[src/intc_regs.svh]
// Register offsets, field positions, reset values and type codes
// Assumes inclusion by the interrupt pending/service block only
//
// Contract
// - Internal sources latch a pending flag on request; acknowledge clears it.
// - External pin pending bits follow the present pin level, never latched.
// - Pending register read-only; serial 10/9, pins 8-4, DMA 3/2, timers 0.
// - Serial pending bit is the enabled OR of its seven status conditions.
// - Timer group pending is the OR of three timers; status shows each.
// - In-service bit set when taken, held until end command; resets zero.
// - Timer group in-service bit reads as OR of three timer bits.
// - Sources with priority above the threshold are blocked; threshold resets 7.
// - Priority 0 is highest, 7 lowest; threshold 5 admits 0 through 5.
// - Global mask and per-source control mask bits always hold one value.
// - Mask bit 1 disables a source; mask resets to 07FDh.
// - Peek register mirrors the fetch register and has no side effect.
// - Reading the fetch register acknowledges the best pending request.
// - Poll word: bit 15 valid, bits 4-0 type, bits 14-5 zero.
// - Poll acknowledge sets in-service but does not vector the processor.
// - End command write-only; bit 15 set non-specific, else type in 4-0.
// - Master mode after reset; slave mode only with relocation bit 14 set.
// - Slave mode ignores pins; each timer has own mask and in-service bit.
// - Slave mode: fifth pin and both serial sources never request.
// - Slave mode blocks levels lower than the highest one in service.
// - Timer status register bits 2-0 show each timer's pending request.
`ifndef INTC_REGS_SVH
`define INTC_REGS_SVH

`define OFS_END_SERVICE   8'h22
`define OFS_FETCH_ACK     8'h24
`define OFS_PEEK          8'h26
`define OFS_DISABLE       8'h28
`define OFS_THRESHOLD     8'h2A
`define OFS_SERVICE       8'h2C
`define OFS_REQUEST       8'h2E
`define OFS_TIMER_STATUS  8'h30

`define RST_DISABLE       11'h7FD
`define RST_THRESHOLD     3'h7
`define DISABLE_VALID     11'h7FD
`define BIT_VALID         15
`define BIT_NONSPEC       15

`define TYPE_TMR0         5'h08
`define TYPE_TMR1         5'h12
`define TYPE_TMR2         5'h13
`define TYPE_DMA0         5'h0A
`define TYPE_DMA1         5'h0B
`define TYPE_EXT0         5'h0C
`define TYPE_EXT1         5'h0D
`define TYPE_EXT2         5'h0E
`define TYPE_EXT3         5'h0F
`define TYPE_EXT4         5'h10
`define TYPE_SER1         5'h11
`define TYPE_SER0         5'h14

`endif

[src/intc_pkg.sv]
// Types shared by the interrupt pending/service block
// Assumes intc_regs.svh supplies the numeric constants
`default_nettype none
package intc_pkg;
  typedef logic [12:0] src_vec_t;
  typedef logic [2:0]  level_t;
  typedef logic [4:0]  vec_type_t;
  typedef enum logic [1:0] {
    MODE_MASTER = 2'b01,
    MODE_SLAVE  = 2'b10
  } ctl_mode_t;
endpackage : intc_pkg
`default_nettype wire

[src/interrupt_pending_service_logic.sv]
// Interrupt controller core: pending, in-service, mask, threshold, poll
// Assumes per-source control registers outside supply priorities
//
// Decided for this implementation: the address-and-strobe port.
`timescale 1ns/10ps
`default_nettype none
`include "intc_regs.svh"

module interrupt_pending_service_logic
  import intc_pkg::*;
#(
  parameter int EXT_PINS = 5
) (
  // Clock and reset
  input  wire logic                  core_clk,
  input  wire logic                  rst_b,
  // Register port
  input  wire logic [7:0]            reg_addr,
  input  wire logic [15:0]           reg_wdata,
  input  wire logic                  reg_wr,
  input  wire logic                  reg_rd,
  output logic      [15:0]           reg_rdata,
  // Peripheral requests
  input  wire logic [2:0]            timer_req,
  input  wire logic [1:0]            dma_req,
  input  wire logic [6:0]            serial_zero_status,
  input  wire logic [6:0]            serial_one_status,
  input  wire logic [1:0]            serial_enable,
  input  wire logic [EXT_PINS-1:0]   external_request_pins,
  // Per-source control registers
  input  wire logic [32:0]           source_priority_field,
  input  wire logic [10:0]           ctl_mask_wr,
  input  wire logic [10:0]           ctl_mask_wdata,
  output logic      [10:0]           source_disable_bit,
  // Mode and processor core
  input  wire logic                  slave_mode_sel,
  input  wire logic                  core_ack,
  output logic                       int_request,
  output logic      [4:0]            int_type
);

  localparam int NSRC = 13;

  // Refuse pin counts the bit layout cannot hold
  if (EXT_PINS != 5) begin : g_chk
    $error("EXT_PINS must be 5");
  end

  // Pick lowest priority code among set bits, lowest index on a tie
  function automatic logic [4:0] pick_top(input src_vec_t v,
                                          input logic [3*NSRC-1:0] pr);
    logic [2:0] lvl;
    logic [4:0] res;
    lvl = 3'h7;
    res = 5'h00;
    for (int i = 0; i < NSRC; i++) begin
      if (v[i] && (!res[4] || pr[3*i+:3] < lvl)) begin
        lvl = pr[3*i+:3];
        res = {1'b1, 4'(i)};
      end
    end
    return res;
  endfunction : pick_top

  // Map internal source vector onto the register bit layout
  function automatic logic [15:0] reg_view(input src_vec_t v,
                                           input logic sl);
    logic [15:0] r;
    r = 16'h0000;
    if (sl) begin
      r[0]   = v[0];
      r[3:2] = v[3:2];
      r[4]   = v[11];
      r[5]   = v[12];
    end else begin
      r[10:2] = v[10:2];
      r[0] = v[0] | v[11] | v[12];
    end
    return r;
  endfunction : reg_view

  // Interrupt type of each internal source in master mode
  function automatic vec_type_t master_type(input int i);
    case (i)
      0:       master_type = `TYPE_TMR0;
      2:       master_type = `TYPE_DMA0;
      3:       master_type = `TYPE_DMA1;
      4:       master_type = `TYPE_EXT0;
      5:       master_type = `TYPE_EXT1;
      6:       master_type = `TYPE_EXT2;
      7:       master_type = `TYPE_EXT3;
      8:       master_type = `TYPE_EXT4;
      9:       master_type = `TYPE_SER1;
      10:      master_type = `TYPE_SER0;
      11:      master_type = `TYPE_TMR1;
      12:      master_type = `TYPE_TMR2;
      default: master_type = 5'h00;
    endcase
  endfunction : master_type

  // Low type bits in slave mode; upper bits come from elsewhere
  function automatic vec_type_t slave_type(input int i);
    case (i)
      2:       slave_type = 5'h02;
      3:       slave_type = 5'h03;
      11:      slave_type = 5'h04;
      12:      slave_type = 5'h05;
      default: slave_type = 5'h00;
    endcase
  endfunction : slave_type

  ctl_mode_t              mode;
  logic                   slave;
  logic [EXT_PINS-1:0]    ext_meta_ff;
  logic [EXT_PINS-1:0]    ext_sync_ff;
  src_vec_t               pend_ff;
  src_vec_t               serv_ff;
  logic [10:0]            mask_ff;
  level_t                 thr_ff;
  logic [15:0]            reg_rdata_ff;
  logic                   int_req_ff;
  vec_type_t              int_type_ff;
  src_vec_t               live;
  src_vec_t               elig;
  src_vec_t               msk_v;
  src_vec_t               set_v;
  src_vec_t               ack_vec;
  src_vec_t               eoi_clr;
  logic [3*NSRC-1:0]      prio_flat;
  vec_type_t              type_a [NSRC];
  logic [4:0]             best;
  logic [4:0]             top_serv;
  level_t                 best_prio;
  level_t                 top_prio;
  logic [15:0]            poll_word;
  logic                   poll_rd;
  logic                   ack_go;
  logic                   eoi_wr;
  logic                   dis_wr;

  assign mode  = slave_mode_sel ? MODE_SLAVE : MODE_MASTER;
  assign slave = (mode == MODE_SLAVE);

  // Two-stage synchroniser for the external pins
  always_ff @(posedge core_clk or negedge rst_b) begin
    if (!rst_b) begin
      ext_meta_ff <= '0;
      ext_sync_ff <= '0;
    end else begin
      ext_meta_ff <= external_request_pins;
      ext_sync_ff <= ext_meta_ff;
    end
  end

  // Per-source priority, mask and type; slave timers 1/2 use slots 4/5
  for (genvar g = 0; g < NSRC; g++) begin : g_src
    localparam int SPOS = (g == 11) ? 4 : ((g == 12) ? 5 : g);
    localparam int MPOS = (g > 10) ? 0 : g;
    assign prio_flat[3*g+:3] = slave ? source_priority_field[3*SPOS+:3]
                                     : source_priority_field[3*MPOS+:3];
    assign msk_v[g]  = slave ? mask_ff[SPOS] : mask_ff[MPOS];
    assign type_a[g] = slave ? slave_type(g) : master_type(g);
  end

  // Request sets for latched internal sources
  always_comb begin
    set_v = '0;
    set_v[0]  = timer_req[0];
    set_v[11] = timer_req[1];
    set_v[12] = timer_req[2];
    set_v[3:2] = dma_req;
    set_v[9]  = serial_enable[1] & (|serial_one_status) & !slave;
    set_v[10] = serial_enable[0] & (|serial_zero_status) & !slave;
  end

  // Present requests: latched flags plus live pin levels
  always_comb begin
    live = pend_ff;
    if (slave) begin
      live[10:4] = 7'h00;
    end else begin
      live[8:4] = ext_sync_ff;
    end
  end

  assign top_serv  = pick_top(serv_ff, prio_flat);
  assign top_prio  = prio_flat[3*top_serv[3:0]+:3];

  // Eligibility: request, not in service, unmasked, at or under threshold
  always_comb begin
    for (int i = 0; i < NSRC; i++) begin
      elig[i] = live[i] & !serv_ff[i] & !msk_v[i]
              & (prio_flat[3*i+:3] <= thr_ff)
              & (!slave || !top_serv[4] || prio_flat[3*i+:3] <= top_prio);
    end
  end

  assign best      = pick_top(elig, prio_flat);
  assign best_prio = prio_flat[3*best[3:0]+:3];

  assign poll_word = best[4] ? {1'b1, 10'h000, type_a[best[3:0]]} : 16'h0000;

  // Bus decode
  assign poll_rd = reg_rd && (reg_addr == `OFS_FETCH_ACK);
  assign eoi_wr  = reg_wr && (reg_addr == `OFS_END_SERVICE);
  assign dis_wr  = reg_wr && (reg_addr == `OFS_DISABLE);

  assign ack_go  = (core_ack | poll_rd) & best[4];
  assign ack_vec = ack_go ? (src_vec_t'(1) << best[3:0]) : '0;

  // End command: non-specific or by type
  always_comb begin
    eoi_clr = '0;
    if (eoi_wr) begin
      if (reg_wdata[`BIT_NONSPEC]) begin
        if (top_serv[4]) begin
          eoi_clr[top_serv[3:0]] = 1'b1;
        end
      end else begin
        for (int i = 0; i < NSRC; i++) begin
          eoi_clr[i] = (type_a[i] == reg_wdata[4:0]);
        end
      end
    end
  end

  // Latched pending flags; a new request beats the acknowledge clear
  always_ff @(posedge core_clk or negedge rst_b) begin
    if (!rst_b) begin
      pend_ff <= '0;
    end else begin
      // set on request, clear on ack
      pend_ff <= (pend_ff & ~ack_vec) | set_v;
    end
  end

  // In-service flags; taking an interrupt beats a same-cycle end command
  always_ff @(posedge core_clk or negedge rst_b) begin
    if (!rst_b) begin
      serv_ff <= '0;
    end else begin
      // set on take, clear by end
      serv_ff <= (serv_ff & ~eoi_clr) | ack_vec;
    end
  end

  // Global mask, shared with the per-source control registers
  always_ff @(posedge core_clk or negedge rst_b) begin
    if (!rst_b) begin
      mask_ff <= `RST_DISABLE;
    end else if (dis_wr) begin
      // bus write; bit 1 held zero
      mask_ff <= reg_wdata[10:0] & `DISABLE_VALID;
    end else begin
      mask_ff <= ((mask_ff & ~ctl_mask_wr) | (ctl_mask_wdata & ctl_mask_wr))
               & `DISABLE_VALID;
    end
  end

  // Priority threshold
  always_ff @(posedge core_clk or negedge rst_b) begin
    if (!rst_b) begin
      thr_ff <= `RST_THRESHOLD;
    end else if (reg_wr && reg_addr == `OFS_THRESHOLD) begin
      thr_ff <= reg_wdata[2:0];
    end
  end

  // Read data, valid only in the cycle after the strobe
  always_ff @(posedge core_clk or negedge rst_b) begin
    if (!rst_b) begin
      reg_rdata_ff <= 16'h0000;
    end else if (reg_rd) begin
      case (reg_addr)
        `OFS_FETCH_ACK:    reg_rdata_ff <= poll_word;
        `OFS_PEEK:         reg_rdata_ff <= poll_word;
        `OFS_DISABLE:      reg_rdata_ff <= {5'h00, mask_ff};
        `OFS_THRESHOLD:    reg_rdata_ff <= {13'h0000, thr_ff};
        `OFS_SERVICE:      reg_rdata_ff <= reg_view(serv_ff, slave);
        `OFS_REQUEST:      reg_rdata_ff <= reg_view(live, slave);
        `OFS_TIMER_STATUS: reg_rdata_ff <= {13'h0000, pend_ff[12],
                                            pend_ff[11], pend_ff[0]};
        default:           reg_rdata_ff <= 16'h0000;
      endcase
    end else begin
      reg_rdata_ff <= 16'h0000;
    end
  end

  // Request and type presented to the core
  always_ff @(posedge core_clk or negedge rst_b) begin
    if (!rst_b) begin
      int_req_ff  <= 1'b0;
      int_type_ff <= 5'h00;
    end else begin
      int_req_ff  <= best[4];
      int_type_ff <= poll_word[4:0];
    end
  end

  assign reg_rdata          = reg_rdata_ff;
  assign int_request        = int_req_ff;
  assign int_type           = int_type_ff;
  assign source_disable_bit = mask_ff;
endmodule : interrupt_pending_service_logic
`default_nettype wire

[config.mk]
export PLATFORM = sky130hd
export DESIGN_NAME = interrupt_pending_service_logic
export DESIGN_NICKNAME = d
export VERILOG_FILES = /design/src/intc_pkg.sv /design/src/interrupt_pending_service_logic.sv
export VERILOG_INCLUDE_DIRS = /design/src
export SDC_FILE = /design/constraint.sdc
export NUM_CORES = 1
export LEC_CHECK = 0
export BUFFER_PORTS_ARGS = -buffer_cell sky130_fd_sc_hd__buf_2
export CAP_MARGIN = 20
export CORE_AREA = 2 2 164 198
export DETAILED_ROUTE_END_ITERATION = 16
export DIE_AREA = 0 0 166 200
export PLACE_DENSITY_LB_ADDON = 0.25
export REMOVE_ABC_BUFFERS = 1
export SLEW_MARGIN = 5
export SYNTH_ARGS = -nofsm -noshare
export SYNTH_HDL_FRONTEND = slang
export SYNTH_SLANG_ARGS = --single-unit
[constraint.sdc]
create_clock -name core_clk -period 18 [get_ports core_clk]
set_clock_uncertainty 0.1 [all_clocks]
set_input_delay 2.7 -clock core_clk [delete_from_list [all_inputs] [get_ports core_clk]]
set_output_delay 2.7 -clock core_clk [all_outputs]
set_load 0.01 [all_outputs]
==> results_dict.tcl, run 1 <==
set metrics [dict create \
    cts_tree "done" \
    cts_sinks 62 \
    post_synth.cell_area_avg_um2 7.51 \
    synth_top_family_by_area "compound AO/OA/AOI/OAI gates" \
    synth_xor_area_frac 0.00189 \
    crit_required_ns 18.12 \
    synthMuxAreaShare 0.0553 \
    drv_cap 0 \
    final_antenna_net_count 0 \
    root_buffer "clkbuf_16" \
    rr_worst_depth 94 \
    clockBufferDepth 2 \
    hold_path.class "flip-flop to flip-flop" \
    rsz0062_at_grt "true" \
    holdWs_ns 0.250 \
    synth_compound_area_frac 0.364 \
    power_density_mw_per_mm2 188 \
    synth-edff-count 0 \
    violations "negative setup slack" \
    core_area_mm2 0.0312 \
    synth-seq-cells 62 \
    synth.most_common_cell "nand2_1" \
    synth_cells 1232 \
    p_leak_nw 6.70 \
    synthTopCellsByCount "115 x nand2_1, 107 x o21ai_0, 73 x nor2_1" \
    io-pin-count 144 \
    ys_top_cells_by_area "dfrtp_1 13%, ha_1 9.7%, o21ai_0 5.8%, nand2_1 4.7%, dfstp_2 3.7%" \
    grt_pass1_wl_mm 67.4 \
    synth_warnings 0 \
    final_area_mm2 0.0151 \
    synth-simple-area-share 0.252 \
    syn_area_mm2 0.00925 \
    setup_violations 31 \
    fmax_mhz 47.9 \
    fin_nets 1928 \
    total_power_w 0.00284 \
    hpwlAfterDp_mm 34.1 \
    cp_max_fo 10 \
    layout.area.seq_mm2 0.00157 \
    die_w_um 166 \
    cts_buffers 9 \
    grtUsageTotal 0.255 \
    peakVddDrop_v 0.000101 \
    crit_path_end_kind "flip-flop" \
    grt_pass1_vias 12247 \
    crit_type "input pin to flip-flop" \
    maxSlewViolCount 0 \
    synthFlopType "dfrtp_1" \
    ys_async_sr_fraction 1.00 \
    critPathLaunchType "input pin" \
    min_period_ns 20.89 \
    fp-row-count 71 \
    placed_cell_area_mm2 0.0129 \
    grt_max_degree 63 \
    fin_crit_sh 1.16 \
    gp_congestion 0.968 \
    worst_pin_slew_ns 1.09 \
    max_stage_delay_ns 0.45 \
    cp.arrival_ns 21.00 \
    area_growth_pct 63.3 \
    detail_route.first_pass.iterations 7 \
    post_drt_wl_per_cell_um 20.6 \
    postCtsHoldBufs 0 \
    yosys.area.top_type "dfrtp_1" \
    clk_latency_ns 0.34 \
    gr-total-overflow 0 \
    h-tree-depth 3 \
    port_buffers 132 \
    drt_iter0_drc 821 \
    drc 0 \
    setup_ws_ns -2.89 \
    vias 12350 \
    hold_viol_final 0 \
    hold_path_depth 0 \
    synth_cell_types 100 \
    drt_wl_total_mm 44.4 \
    antenna_found_initial 0 \
    antennaDiodeCount 0 \
    synth_fa_ha_area_frac 0.105 \
    slowest_stage "or4_4" \
    relSlewSlack 0.267 \
    synth.yosys.seq_area_share 0.170 \
    outcome "finished, violations left" \
    vias_per_cell 5.74 \
    place_ws_ns -4.12 \
    design.die.area_mm2 0.0332 \
    start_util 0.297 \
    synth_top_area_share 0.133 \
    clk_pin_slew_worst_paths_ns 0.05 \
    die_h_um 200 \
    fillCellCount 3008 \
    multi_input_area_mm2 0.00848 \
    layout-drive-gt1-share 0.454 \
    worst_path_most_repeated_cell "buf_4" \
]
[layout by cell type (no fill, tap or decap), types with 9 or more instances in the layout]
cell type  count
buf_2        130
nor4_1        13
nor2b_1       18
o21ai_0       94
nand2b_1      24
nand4_1       11
and3_1         9
buf_6         41
mux2_4        10
a211oi_1      17
or3_1          9
nand3_1       44
o211ai_1      25
clkbuf_16      9
a21o_1        21
o21ai_2       10
dfstp_2       13
nor3_1        32
ha_1          61
inv_1         62
a21oi_2       12
o31ai_1       19
buf_4        381
and2_1        12
a31oi_1       20
ha_4           9
a21oi_1       56
o21a_1        21
mux2i_1       24
dfrtp_1       49
nand2_1      109
nor2_1        68
[repair_timing]
action / 4_1_cts / 5_1_grt
gates cloned: 1 / 0
gates resized for setup: 186 / 102
setup endpoints to repair: 31 / 31
setup buffers: 53 / 18
pin swaps: 79 / 79
[logic make-up after synthesis]
group | after synthesis
muxes | 48
DFF | 62
adders and majority gates | 79
other | 1
xor gates and xnor gates | 2
buffers and inverters | 121
and+or+nand+nor | 445
AOI/OAI and AO/OA | 474
[critical path, delay by kind of cell]
family                     cells  cell delay, ns
buffers and inverters         24            2.92
adders and majority gates      7            1.78
and+or+nand+nor               18            3.93
AOI/OAI and AO/OA             39            7.50
muxes                          7            2.15
[power by group]
group	internal [W]	total, W	switching (W)
logic	0.00123	0.00245	0.00122
registers	0.000167	0.000213	0.0000460
clock network	0.000114	0.000180	0.0000653
[per-stage QoR]
stage / util / setup TNS (ns) / cells
2_1_floorplan: - / -119.90 / 1181
3_3_place_gp: 0.412 / -108.83 / 2069
3_5_place_dp: 0.412 / -120.28 / 2069
4_1_cts: 0.463 / -71.24 / 2136
5_1_grt: 0.484 / -106.87 / 2151
6_report: 0.484 / -83.64 / 2151
[final cells by class]
type / count / area share
multi-input combinational: 1053 / 0.562
timing repair buffer: 553 / 0.264
sequential: 62 / 0.104
tap: 401 / 0.0332
clock buffer: 11 / 0.0167
inverter: 66 / 0.0167
clock inverter: 5 / 0.00381
[routing by layer]
| layer | wire [µm] | vias up | global-route usage |
|---|---|---|---|
| li1 | - | 5805 | - |
| met1 | 18300 | 5981 | 0.312 |
| met2 | 22200 | 467 | 0.467 |
| met3 | 2300 | 97 | 0.0215 |
| met4 | 1620 | 0 | 0.0953 |
| met5 | 0 | - | 0 |
[worst paths after layout]
| check | from | endpoint | slack, ns |
|---|---|---|---|
| max | source_priority_field[4] | pend_ff[3] | -2.89 |
| min | ext_meta_ff[3] | ext_sync_ff[3] | 0.25 |
| max reg2reg | serv_ff[0] | pend_ff[3] | -0.88 |
| min reg2reg | ext_meta_ff[3] | ext_sync_ff[3] | 0.25 |
| max in group asynchronous | rst_b | pend_ff[1] | 14.82 |
| min in group asynchronous | rst_b | reg_rdata[6] | 2.44 |
Power figures use the tool's default switching activity.
==> inputs of run 2 (changes only) <==
--- a/config.mk
+++ b/config.mk
@@ -11,7 +11,7 @@
 export CORE_AREA = 2 2 164 198
 export DETAILED_ROUTE_END_ITERATION = 16
 export DIE_AREA = 0 0 166 200
-export PLACE_DENSITY_LB_ADDON = 0.25
+export PLACE_DENSITY = 0.53
 export REMOVE_ABC_BUFFERS = 1
 export SLEW_MARGIN = 5
 export SYNTH_ARGS = -nofsm -noshare
==> run 2 against run 1 <==
Against the previous run: count of clock-buffer cells in the layout down 2; largest cell class unchanged; sequential cell count unchanged; core utilization is 0.61 points higher; sequential share of layout area is 0.13 points lower; global-route usage up 0.35 points; the flow still finishes with violations (negative setup slack); highest routed layer unchanged; via count hardly changed; non-clock buffer count up 22.
==> results_dict.tcl, run 2 (same netlist as run 1, synthesis figures left out) <==
set metrics [dict create \
    outcome "finished, violations left" \
    violations "negative setup slack" \
    grt_pass1_vias 12374 \
    crit_path_end_kind "flip-flop" \
    critPathLaunchType "input pin" \
    grtUsageTotal 0.258 \
    setup_ws_ns -2.57 \
    maxSlewViolCount 0 \
    hold_viol_final 0 \
    layout-drive-gt1-share 0.462 \
    cts_buffers 9 \
    critPathBufInv 16 \
    fin_crit_sh 1.14 \
    p_leak_nw 6.76 \
    worst_path_most_repeated_cell "buf_4" \
    cp_max_fo 5 \
    clk_pin_slew_worst_paths_ns 0.06 \
    relSlewSlack 0.244 \
    slowest_stage "or4_4" \
    top_usage_layer "met2" \
    layout.area.seq_mm2 0.00157 \
    area_growth_pct 65.3 \
    cts_sinks 62 \
    place_ws_ns -4.28 \
    vias_per_cell 5.69 \
    met1_usage 0.305 \
    layout_common_cells "418 x buf_4, 128 x buf_2, 111 x nand2_1, 93 x o21ai_0, 66 x nor2_1" \
    grt_pass1_wl_mm 68.1 \
    die_w_um 166 \
    rsz0062_at_grt "true" \
    detail_route.first_pass.iterations 6 \
    root_buffer "clkbuf_16" \
    hold_start "ext_meta_ff[1]" \
    fmax_mhz 48.6 \
    vias 12358 \
    setup_violations 31 \
    peakVddDrop_v 0.000123 \
    antennaDiodeCount 0 \
    cp.arrival_ns 20.70 \
    min_period_ns 20.57 \
    worst_pin_slew_ns 1.12 \
    crit_required_ns 18.12 \
    start_util 0.297 \
    critPathTopFamily "compound AO/OA/AOI/OAI gates" \
    gr-total-overflow 0 \
    postCtsHoldBufs 0 \
    clk_latency_ns 0.33 \
    hpwlAfterDp_mm 34.7 \
    power_density_mw_per_mm2 190 \
    final_antenna_net_count 0 \
    fillCellCount 2975 \
    fin_nets 1950 \
    crit_type "input pin to flip-flop" \
    die_h_um 200 \
    io-pin-count 144 \
    drt_wl_total_mm 44.6 \
    final_common_cell "buf_4" \
    final_area_mm2 0.0153 \
    grt_use_met3 0.0288 \
    cp-startpoint "source_priority_field[1]" \
    cts_tree "done" \
    grt_max_degree 63 \
    grt_use_met2 0.477 \
    drv_cap 0 \
    antenna_found_initial 0 \
    clockBufferDepth 2 \
    design.die.area_mm2 0.0332 \
    hold_path.class "flip-flop to flip-flop" \
    post_drt_wl_per_cell_um 20.5 \
    crit-reg2reg-launch "serv_ff[1]" \
    gp_congestion 0.966 \
    core_area_mm2 0.0312 \
    port_buffers 132 \
    h-tree-depth 3 \
    max_stage_delay_ns 0.44 \
    drt_iter0_drc 903 \
    setup_tns_ns -75.96 \
    placed_cell_area_mm2 0.0129 \
    fp-row-count 71 \
    drc 0 \
    multi_input_area_mm2 0.00856 \
]
run 2: worst paths after layout:
kind,to,slack [ns],cells past startpoint
min,ext_sync_ff[1],0.25,0
min reg2reg,ext_sync_ff[1],0.25,0
max reg2reg,int_type[2],-0.55,94
min in group asynchronous,ext_meta_ff[3],2.44,2
max,int_type[2],-2.57,93
max in group asynchronous,pend_ff[2],14.82,2
run 2: area by class of cell:
type,count,area share
Inverter,66,0.0167
Clock buffer,9,0.0147
Timing Repair Buffer,575,0.269
Sequential cell,62,0.103
Tap cell,401,0.0328
Multi-Input combinational cell,1053,0.560
Clock inverter,7,0.00475
run 2: through the flow:
stage | cells | hold WS [ns] | power [W] | util
3_5_place_dp | 2080 | 0.235 | 0.00209 | 0.415
3_3_place_gp | 2080 | 0.235 | 0.00207 | 0.415
2_1_floorplan | 1181 | 0.231 | 0.00114 | -
4_1_cts | 2141 | 0.247 | 0.00266 | 0.467
6_report | 2173 | 0.246 | 0.00290 | 0.490
5_1_grt | 2173 | 0.253 | 0.00307 | 0.490
run 2: power breakdown:
group	total (W)	leakage (nW)	switching (W)	internal [W]
combinational	0.00251	5.90	0.00123	0.00128
sequential	0.000218	0.718	0.0000517	0.000166
clock	0.000175	0.142	0.0000672	0.000108
run 2: timing repair:
item	CTS	global route
gates cloned	1	0
endpoints found under the setup margin	31	31
gates resized for setup	197	88
pin swaps	111	105
setup buffers	49	33
endpoints found under the hold margin	0	0
run 2: metal layers:
layer  up-vias  share of wire
li1       5858              -
met1      5961           0.41
met2       437           0.50
met3       102          0.049
met4         0          0.039
met5         -              0
